==> src/hdl/gpio_pin_control_regs.vh <==
/*
 Register offsets, field positions, reset values and encodings for the general purpose I/O port.
 Assumes an AXI4-Lite master with 32-bit data and byte addressing; each register takes one aligned word.
*/
`ifndef GPIO_PIN_CONTROL_REGS_VH
`define GPIO_PIN_CONTROL_REGS_VH

`define GPIO_WIDTH             8
`define GPIO_ADDR_W            8

`define REG_INPUT_SAMPLE       8'h00
`define REG_DIRECTION          8'h04
`define REG_OUTPUT_LATCH       8'h08
`define REG_CONTROL            8'h0c
`define REG_EXTINT_SELECT      8'h10
`define REG_EXTINT_SENSE       8'h14
`define REG_IRQ_STATUS         8'h18
`define REG_IRQ_CLEAR          8'h1c
`define REG_IRQ_ENABLE         8'h20

`define CTRL_PULLUP_DISABLE    4

`define RST_DIRECTION          8'h00
`define RST_OUTPUT_LATCH       8'h00
`define RST_PULLUP_DISABLE     1'b0
`define RST_EXTINT_SELECT      8'h00
`define RST_EXTINT_SENSE       16'h0000
`define RST_IRQ_STATUS         8'h00
`define RST_IRQ_ENABLE         8'h00

`define SENSE_LOW_LEVEL        2'h0
`define SENSE_ANY_CHANGE       2'h1
`define SENSE_FALLING          2'h2
`define SENSE_RISING           2'h3

`define SLEEP_ACTIVE           3'h0
`define SLEEP_IDLE             3'h1
`define SLEEP_ADC_NOISE        3'h2
`define SLEEP_POWER_DOWN       3'h3
`define SLEEP_POWER_SAVE       3'h4
`define SLEEP_STANDBY          3'h6

`define RESP_OKAY              2'h0
`define RESP_SLVERR            2'h2

`define SYNC_DELAY_CYCLES      1

`endif

==> src/hdl/gpio_input_sync.v <==
/*
 Two-stage input synchroniser for the port pins: a stage that holds the level seen at the falling
 clock edge, followed by the sample register loaded on the rising edge.
 Assumes a single clock whose low phase stands in for the closed phase of a transparent-high latch.
*/
module gpio_input_sync (
	// Clock and reset
	input  wire       aclk,
	input  wire       aresetn,
	// Pin levels after the sleep clamp
	input  wire [7:0] pad_level,
	// Synchronised samples
	output reg  [7:0] sample
);

	reg [7:0] half_stage;

	// The level is frozen when the clock falls, as a transparent-high latch would hold it.
	always @(negedge aclk) begin
		half_stage <= pad_level;
	end

	always @(posedge aclk) begin
		if (!aresetn) begin
			sample <= 8'h00;
		end else begin
			sample <= half_stage;
		end
	end

endmodule

==> src/hdl/gpio_pin_control.v <==
/*
 One eight-pin general purpose I/O port with direction, output latch, synchronised input samples,
 global pull-up disable, sleep clamping of the digital inputs and external interrupt flags.
 Assumes an AXI4-Lite master on aclk, pins sampled as synchronous inputs and a sleep controller
 that presents the current sleep mode on sleep_mode.
*/
// Local design decisions: the register addresses and the AXI4-Lite interface to the registers.
`include "gpio_pin_control_regs.vh"

module gpio_pin_control (
	// Clock and reset
	input  wire        aclk,
	input  wire        aresetn,
	// AXI4-Lite write address
	input  wire [7:0]  awaddr,
	input  wire [2:0]  awprot,
	input  wire        awvalid,
	output reg         awready,
	// AXI4-Lite write data
	input  wire [31:0] wdata,
	input  wire [3:0]  wstrb,
	input  wire        wvalid,
	output reg         wready,
	// AXI4-Lite write response
	output reg  [1:0]  bresp,
	output reg         bvalid,
	input  wire        bready,
	// AXI4-Lite read address
	input  wire [7:0]  araddr,
	input  wire [2:0]  arprot,
	input  wire        arvalid,
	output reg         arready,
	// AXI4-Lite read data
	output reg  [31:0] rdata,
	output reg  [1:0]  rresp,
	output reg         rvalid,
	input  wire        rready,
	// Pins
	input  wire [7:0]  pad_in,
	output wire [7:0]  pad_out,
	output wire [7:0]  pad_oe_n,
	output wire [7:0]  pad_pullup_en,
	// Sleep controller and alternate functions
	input  wire [2:0]  sleep_mode,
	input  wire [7:0]  input_enable_override,
	// Interrupt
	output reg         irq
);

	reg  [7:0]  port_direction_register;
	reg  [7:0]  port_output_latch;
	reg         global_pullup_disable;
	reg  [7:0]  extint_select;
	reg  [15:0] extint_sense;
	reg  [7:0]  irq_status;
	reg  [7:0]  irq_enable;

	reg         aw_held;
	reg  [7:0]  aw_addr_q;
	reg         w_held;
	reg  [31:0] w_data_q;
	reg  [3:0]  w_strb_q;

	reg  [7:0]  prev_sample;
	reg  [7:0]  edge_event;
	reg  [7:0]  low_level_req;
	reg  [31:0] next_rdata;
	reg  [1:0]  next_rresp;
	reg  [1:0]  next_bresp;
	reg  [7:0]  clear_mask;
	integer     i;

	wire [7:0]  pin_input_sample_bit;
	wire [7:0]  sample_rise;
	wire [7:0]  sample_fall;
	wire [7:0]  clamp_mask;
	wire [7:0]  pad_level;
	wire        do_write;

	function [7:0] merge8;
		input [7:0] old_value;
		input [7:0] new_value;
		input       lane_enable;
		begin
			merge8 = lane_enable ? new_value : old_value;
		end
	endfunction

	function is_clamp_mode;
		input [2:0] mode;
		begin
			is_clamp_mode = (mode == `SLEEP_POWER_DOWN) || (mode == `SLEEP_POWER_SAVE) ||
			                (mode == `SLEEP_STANDBY);
		end
	endfunction

	function edge_hit;
		input [1:0] sense;
		input       rise;
		input       fall;
		begin
			case (sense)
				`SENSE_ANY_CHANGE: edge_hit = rise | fall;
				`SENSE_FALLING:    edge_hit = fall;
				`SENSE_RISING:     edge_hit = rise;
				default:           edge_hit = 1'b0;
			endcase
		end
	endfunction

	// Sticky flag update. A clear removes only what no new event sets in the same cycle.
	function [7:0] next_flags;
		input [7:0] flags;
		input [7:0] clear;
		input [7:0] events;
		begin
			next_flags = (flags & ~clear) | events;
		end
	endfunction

	// Pin drivers. Reset gates the enables without waiting for a clock edge, so the pins float
	// the moment reset asserts even if the clock has stopped.
	assign pad_out       = port_output_latch;
	assign pad_oe_n      = ~(port_direction_register & {8{aresetn}});
	assign pad_pullup_en = {8{aresetn}} & ~port_direction_register & port_output_latch &
	                       {8{~global_pullup_disable}};

	// Deep sleep grounds the digital input ahead of the synchroniser, except on pins that serve as
	// enabled external interrupts or whose alternate function keeps the input alive.
	assign clamp_mask = {8{is_clamp_mode(sleep_mode)}} & ~(extint_select & irq_enable) &
	                    ~input_enable_override;
	assign pad_level  = pad_in & ~clamp_mask;

	gpio_input_sync u_sync (
		.aclk      (aclk),
		.aresetn   (aresetn),
		.pad_level (pad_level),
		.sample    (pin_input_sample_bit)
	);

	// External interrupt detection runs on the synchronised samples. When a clamped pin is released
	// at wake-up and is high, the sample rises and a pin sensing rising edges or any change flags it.
	// Edges are taken between two synchronised samples, so a glitch shorter than a period is missed unless it spans a falling clock edge.
	assign sample_rise = pin_input_sample_bit & ~prev_sample;
	assign sample_fall = ~pin_input_sample_bit & prev_sample;

	always @* begin
		edge_event    = 8'h00;
		low_level_req = 8'h00;
		for (i = 0; i < `GPIO_WIDTH; i = i + 1) begin
			edge_event[i]    = extint_select[i] & edge_hit(extint_sense[2*i +: 2], sample_rise[i],
			                                               sample_fall[i]);
			low_level_req[i] = extint_select[i] & ~pin_input_sample_bit[i] &
			                   (extint_sense[2*i +: 2] == `SENSE_LOW_LEVEL);
		end
	end

	// Reset clears the edge history to the low level of a clamped input. A pin already high after
	// reset then shows one rising edge, but the select register is clear by then, so no flag follows.
	always @(posedge aclk) begin
		if (!aresetn) begin
			prev_sample <= 8'h00;
		end else begin
			prev_sample <= pin_input_sample_bit;
		end
	end

	// Write channel: address and data are taken independently and held until both are present.
	// Unmapped offsets are answered with an error and change nothing.
	assign do_write = aw_held && w_held && !bvalid;

	always @* begin
		clear_mask = 8'h00;
		next_bresp = `RESP_OKAY;
		case (aw_addr_q)
			`REG_INPUT_SAMPLE,
			`REG_DIRECTION,
			`REG_OUTPUT_LATCH,
			`REG_CONTROL,
			`REG_EXTINT_SELECT,
			`REG_EXTINT_SENSE,
			`REG_IRQ_STATUS,
			`REG_IRQ_ENABLE: next_bresp = `RESP_OKAY;
			`REG_IRQ_CLEAR: begin
				next_bresp = `RESP_OKAY;
				if (do_write && w_strb_q[0]) begin
					clear_mask = w_data_q[7:0];
				end
			end
			default: next_bresp = `RESP_SLVERR;
		endcase
	end

	always @(posedge aclk) begin
		if (!aresetn) begin
			awready   <= 1'b1;
			wready    <= 1'b1;
			bvalid    <= 1'b0;
			bresp     <= `RESP_OKAY;
			aw_held   <= 1'b0;
			w_held    <= 1'b0;
			aw_addr_q <= 8'h00;
			w_data_q  <= 32'h00000000;
			w_strb_q  <= 4'h0;
		end else begin
			if (awvalid && awready) begin
				aw_held   <= 1'b1;
				aw_addr_q <= awaddr;
				awready   <= 1'b0;
			end
			if (wvalid && wready) begin
				w_held   <= 1'b1;
				w_data_q <= wdata;
				w_strb_q <= wstrb;
				wready   <= 1'b0;
			end
			if (do_write) begin
				aw_held <= 1'b0;
				w_held  <= 1'b0;
				bvalid  <= 1'b1;
				bresp   <= next_bresp;
			end
			if (bvalid && bready) begin
				bvalid  <= 1'b0;
				awready <= 1'b1;
				wready  <= 1'b1;
			end
		end
	end

	// Register file. Reserved bits are not stored and read as zero.
	// A one written to the input sample location flips the latch and leaves direction alone, so
	// software can flip a pin without a read-modify-write of the latch.
	always @(posedge aclk) begin
		if (!aresetn) begin
			port_direction_register <= `RST_DIRECTION;
			port_output_latch       <= `RST_OUTPUT_LATCH;
			global_pullup_disable   <= `RST_PULLUP_DISABLE;
			extint_select           <= `RST_EXTINT_SELECT;
			extint_sense            <= `RST_EXTINT_SENSE;
			irq_enable              <= `RST_IRQ_ENABLE;
		end else if (do_write) begin
			case (aw_addr_q)
				`REG_INPUT_SAMPLE: begin
					if (w_strb_q[0]) begin
						port_output_latch <= port_output_latch ^ w_data_q[7:0];
					end
				end
				`REG_DIRECTION: begin
					port_direction_register <= merge8(port_direction_register, w_data_q[7:0], w_strb_q[0]);
				end
				`REG_OUTPUT_LATCH: begin
					port_output_latch <= merge8(port_output_latch, w_data_q[7:0], w_strb_q[0]);
				end
				`REG_CONTROL: begin
					if (w_strb_q[0]) begin
						global_pullup_disable <= w_data_q[`CTRL_PULLUP_DISABLE];
					end
				end
				`REG_EXTINT_SELECT: begin
					extint_select <= merge8(extint_select, w_data_q[7:0], w_strb_q[0]);
				end
				`REG_EXTINT_SENSE: begin
					extint_sense[7:0]  <= merge8(extint_sense[7:0], w_data_q[7:0], w_strb_q[0]);
					extint_sense[15:8] <= merge8(extint_sense[15:8], w_data_q[15:8], w_strb_q[1]);
				end
				`REG_IRQ_ENABLE: begin
					irq_enable <= merge8(irq_enable, w_data_q[7:0], w_strb_q[0]);
				end
				default: begin
					irq_enable <= irq_enable;
				end
			endcase
		end
	end

	// A new event in the same cycle as its clear keeps the flag set.
	// A low-level pin sets no flag; it holds the interrupt line up only while it stays low, which
	// keeps the request alive without software having to clear anything.
	always @(posedge aclk) begin
		if (!aresetn) begin
			irq_status <= `RST_IRQ_STATUS;
			irq        <= 1'b0;
		end else begin
			irq_status <= next_flags(irq_status, clear_mask, edge_event);
			irq        <= |((next_flags(irq_status, clear_mask, edge_event) | low_level_req) & irq_enable);
		end
	end

	// Read channel: one read at a time, answered the cycle after the address is taken.
	// A pin just set by software reaches the sample one period after the write lands, so a read
	// taken at the very next edge still returns the old level.
	always @* begin
		next_rdata = 32'h00000000;
		next_rresp = `RESP_OKAY;
		case (araddr)
			`REG_INPUT_SAMPLE:  next_rdata[7:0] = pin_input_sample_bit;
			`REG_DIRECTION:     next_rdata[7:0] = port_direction_register;
			`REG_OUTPUT_LATCH:  next_rdata[7:0] = port_output_latch;
			`REG_CONTROL:       next_rdata[`CTRL_PULLUP_DISABLE] = global_pullup_disable;
			`REG_EXTINT_SELECT: next_rdata[7:0] = extint_select;
			`REG_EXTINT_SENSE:  next_rdata[15:0] = extint_sense;
			`REG_IRQ_STATUS:    next_rdata[7:0] = irq_status;
			`REG_IRQ_CLEAR:     next_rdata = 32'h00000000;
			`REG_IRQ_ENABLE:    next_rdata[7:0] = irq_enable;
			default:            next_rresp = `RESP_SLVERR;
		endcase
	end

	always @(posedge aclk) begin
		if (!aresetn) begin
			arready <= 1'b1;
			rvalid  <= 1'b0;
			rdata   <= 32'h00000000;
			rresp   <= `RESP_OKAY;
		end else begin
			if (arvalid && arready) begin
				arready <= 1'b0;
				rvalid  <= 1'b1;
				rdata   <= next_rdata;
				rresp   <= next_rresp;
			end else if (rvalid && rready) begin
				rvalid  <= 1'b0;
				arready <= 1'b1;
			end
		end
	end

endmodule

==> config.mk <==
export PLATFORM = sky130hd
export DESIGN_NAME = gpio_pin_control
export DESIGN_NICKNAME = d
export VERILOG_FILES = /design/src/hdl/gpio_input_sync.v /design/src/hdl/gpio_pin_control.v
export VERILOG_INCLUDE_DIRS = /design/src /design/src/hdl
export SDC_FILE = /design/constraint.sdc
export NUM_CORES = 1
export LEC_CHECK = 0
export ABC_CLOCK_PERIOD_IN_PS = 6500
export BUFFER_PORTS_ARGS = -buffer_cell sky130_fd_sc_hd__buf_4
export CORE_ASPECT_RATIO = 1.1
export CORE_UTILIZATION = 50
export CTS_BUF_LIST = sky130_fd_sc_hd__clkbuf_16
export CTS_CLUSTER_SIZE = 28
export DETAILED_ROUTE_END_ITERATION = 16
export PLACE_DENSITY_LB_ADDON = 0.05
export SLEW_MARGIN = 25
export SYNTH_ARGS = -nofsm -noshare
export SYNTH_HDL_FRONTEND = slang
export SYNTH_SLANG_ARGS = --single-unit
==> constraint.sdc <==
create_clock -name aclk -period 6.5 [get_ports aclk]
set_clock_uncertainty 0.1 [all_clocks]
set_input_delay 0.975 -clock aclk [delete_from_list [all_inputs] [get_ports aclk]]
set_output_delay 0.975 -clock aclk [all_outputs]
set_load 0.02 [all_outputs]
Word-level counts from Yosys, hierarchy flattened
Index checks and enable logic that the tools add are counted.
{ "word_totals": {"elab_cells": 193, "out_inout_bits": 66, "register_bits": 135} }
{ "op_classes": {"n_reduce_logical": 35, "eq_ne": 45, "n_mux": 23, "bitwise_logic": 65} }
{ "op_table": {"columns": ["operator", "n"], "rows": [
  ["8-bit bitwise AND", 12],
  ["8-bit by 5-bit == test with 1-bit output, second input constant", 8],
  ["8-bit NOT", 8],
  ["8-bit 2-to-1 mux", 5],
  ["2-bit == test, second input constant", 16],
  ["8-bit by 4-bit == test with 1-bit output, second input constant", 4],
  ["4-bit case mux with 7 select lines", 1],
  ["1-bit bitwise AND", 24],
  ["1-bit case mux with 3 select lines", 8],
  ["3-bit case mux with 7 select lines", 1],
  ["3-bit AND reduction", 6],
  ["9-bit OR reduction", 2],
  ["2-bit by 1-bit == test with 1-bit output, second input constant", 8],
  ["8-bit by 3-bit == test with 1-bit output, second input constant", 2],
  ["8-bit by 6-bit == test with 1-bit output, second input constant", 2],
  ["2-bit zero test", 8],
  ["8-bit zero test", 2],
  ["8-bit OR", 2],
  ["8-bit case mux with 2 select lines", 1],
  ["1-bit NOT", 10],
  ["1-bit logical AND", 8],
  ["1-bit OR", 8],
  ["1-bit case mux with 8 select lines", 1],
  ["8-bit OR reduction", 1],
  ["11 further kinds", 20]
]} }

Depth between registers and ports, before layout
{ "depth": {"ltp_word": 11, "depth_mapped": 8, "mapped_depth_nobuf": 8} }

Cells and area by module
From an unflattened synthesis, not the netlist that was laid out.
{ "unflattened": {"cells_unflattened": 736, "hier_area_um2": 6147.1} }
{ "modules_own_cells": {"columns": ["module", "seq_area_each_um2", "cells_per_inst", "area_each_um2", "instances"], "rows": [
  ["gpio_pin_control", 2342.2, 711, 5773.0, 1],
  ["gpio_input_sync", 320.3, 25, 374.1, 1]
]} }

==> flow_metrics.tcl <==
set metrics [dict create \
    ctsHoldBuffers 0 \
    critical_path_class "input port to flip-flop" \
    n_fill_cell 1096 \
    critical_path.top_delay_family "multiplexers" \
    drive_above_1_share 0.178 \
    synth_area_leader_cell "dfxtp_1" \
    cts_resized 0 \
    cts_tree "built" \
    path_depth 5 \
    grt_antenna_before_repair 0 \
    hold_class "flip-flop to flip-flop" \
    cts.htree.levels 4 \
    globalplace.congestion 0.918 \
    via_per_inst 5.65 \
    overflow 0 \
    synth_top_cells_by_area "dfxtp_1, nand2_1, mux2i_1, a21oi_1, nor2_1" \
    endpoint_kind "flip-flop" \
    pre_cts_slack_ns 1.10 \
    grt_pass1_vias 5474 \
    dp_hpwl_um 12700 \
    ff2ff_path_depth 3 \
    coreArea_um2 12100 \
    worst-path-max-fanout 8 \
    ys_async_sr_fraction 0 \
    power.density_nw_per_um2 265 \
    io_buffers 107 \
    synth.top_cell.area_share 0.428 \
    slowest_stage "mux2_1" \
    worstMarginPinSlew_ns 1.06 \
    path_buf_inv 1 \
    ir_drop_uv 197 \
    synthTopCellsByCount "dfxtp_1, nand2_1, nor2_1, a21oi_1, o21ai_0" \
    grt_util_met1 0.374 \
    synthesis.instances 766 \
    worst_slack_ns 1.58 \
    root_buffer "clkbuf_16" \
    crit_path_start_kind "input port" \
    multi_input_comb_area_um2 3260 \
    die_w_um 108 \
    cp.arrival_ns 1.89 \
    vias 5793 \
    fin_nets 961 \
    cp_cell_sequence "buf_4, nand2_1, mux2_1, nor3b_1, nor2b_1" \
    top_usage_layer "met2" \
    syn-cell-area_um2 6220 \
    cp_slowest_stage_delay_ns 0.44 \
    grt_setup_unrepaired "false" \
    synth-edff-count 0 \
    worstPathRequired_ns 3.46 \
    clock_latency_ns 0.45 \
    slew_violations 0 \
    min_path_cells 2 \
    firstDrtPassIters 5 \
    drc 0 \
    drv_cap 0 \
    numClockSinks 133 \
    ctsLongestPathBuffers 2 \
    wl_per_cell_um 17.3 \
    cts_inserted_buffers 17 \
    grt_use_total 0.282 \
    setup_viol 0 \
    seq_area_um2 2660 \
    cts.clk_slew.worst_paths_ns 0.05 \
    ant_nets 0 \
    postSynthRegisterBits 133 \
    hold_viol 0 \
    wirelength_um 17700 \
    drtIter0Drc 463 \
    die_h_um 119 \
    yosys_warnings 0 \
    row_count 42 \
    setup_tns_ns 0 \
    num_io_pins 150 \
    status "finished clean" \
    leakagePower_uw 0.00302 \
    syn2layout_area_growth_pct 23.2 \
    synth_ff_type "dfxtp_1" \
    gr-usage-met2 0.451 \
    n_antenna_cell 0 \
    slew_headroom 0.292 \
    grt_max_degree 78 \
    synth_cell_types 54 \
    die_area_um2 12900 \
    met3_usage 0.0640 \
    avgSynthCellArea_um2 8.13 \
    grt_first_pass_wirelength_um 27800 \
    ys_seq_area_frac 0.428 \
    post_cts_buffers 0 \
    initial_core_util 0.515 \
]
## logic make-up (layout without fill, tap and decap cells)
family,Yosys count,after routing,synth area share
other cells,1,18,0.000602
flops,133,133,0.428
fa+ha+maj,16,16,0.0322
mux,48,48,0.0784
buf+inv,80,169,0.0597
compound gates,183,183,0.172
simple gates,305,305,0.229
## worst reg2reg max path, stage by stage, from the launching register on
cell     delay, ns
dfxtp_1       0.48
nand2_1       0.15
nor3b_1       0.17
nor2b_1       0.11
## per-layer routing
| layer | vias to the layer above | routed length, um |
|---|---|---|
| met1 | 2718 | 7690 |
| met2 | 241 | 8280 |
| met3 | 29 | 1410 |
| met5 | - | 0 |
| li1 | 2805 | - |
| met4 | 0 | 329 |
## path summary, 6_finish.rpt
path	start	end	slack, ns
worst max-delay path	sleep_mode[0]	u_sync.half_stage[3]$_DFF_N_	1.58
worst max register to register	irq_enable[3]$_SDFFE_PN0P_	u_sync.half_stage[3]$_DFF_N_	2.20
worst min-delay path	rdata[3]$_SDFFE_PN0P_	rdata[3]$_SDFFE_PN0P_	0.36
worst min register to register	rdata[3]$_SDFFE_PN0P_	rdata[3]$_SDFFE_PN0P_	0.36
## layout make-up
| cell class | instances | share of cell area |
|---|---|---|
| flip-flops and latches | 133 | 0.347 |
| well taps | 154 | 0.0251 |
| multi-input cells | 570 | 0.425 |
| clock buffers | 17 | 0.0555 |
| inverters | 21 | 0.0103 |
| repair buffers | 110 | 0.108 |
| clock inverters | 21 | 0.0287 |
## flip-flops by register name (all words and copies together) (netlist names), 2 cells and up
name and flops:
extint_sense 16, rdata 16, w_data_q 16, aw_addr_q 8, extint_select 8, irq_enable 8
irq_status 8, pad_out 8, port_direction_register 8, prev_sample 8, u_sync.half_stage 8, u_sync.sample 8
w_strb_q 2
## report_power, final
part           total (uW)  switching, uW  internal (uW)
logic                 140           83.5           56.6
registers             865           26.5            838
clock network        1030            354            675
## stage by stage
stage | utilization | cell area, um2 | hold slack (ns) | cells | power, uW
4_1_cts | 0.634 | 7670 | 0.362 | 1026 | 2050
5_1_grt | 0.634 | 7670 | 0.377 | 1026 | 2110
2_1_floorplan | - | 6290 | 0.332 | 783 | 977
3_3_place_gp | 0.581 | 7020 | 0.343 | 989 | 1020
3_5_place_dp | 0.581 | 7020 | 0.350 | 989 | 1030
6_report | 0.634 | 7670 | 0.362 | 1026 | 2030
## placed cells by master, fill, tap and decap left out, types with 3 or more instances in the layout
cell type,n
bufinv_16,5
a21oi_1,66
clkbuf_16,17
clkinv_1,4
nand3_1,14
nor3_1,4
ha_1,16
o21ai_0,57
o211ai_1,4
nand3b_1,3
and2_1,10
or2_2,3
nand2b_1,5
a211oi_1,5
nand4_1,5
nor2b_1,11
a31oi_1,7
nand2_1,133
o22ai_1,5
a222oi_1,3
conb_1,18
a22oi_1,22
nor3b_1,15
buf_4,110
mux2_2,5
nor4_1,3
mux2i_1,42
inv_1,28
a32o_1,3
nor2_1,83
dfxtp_1,133
Power figures use the tool's default switching activity.
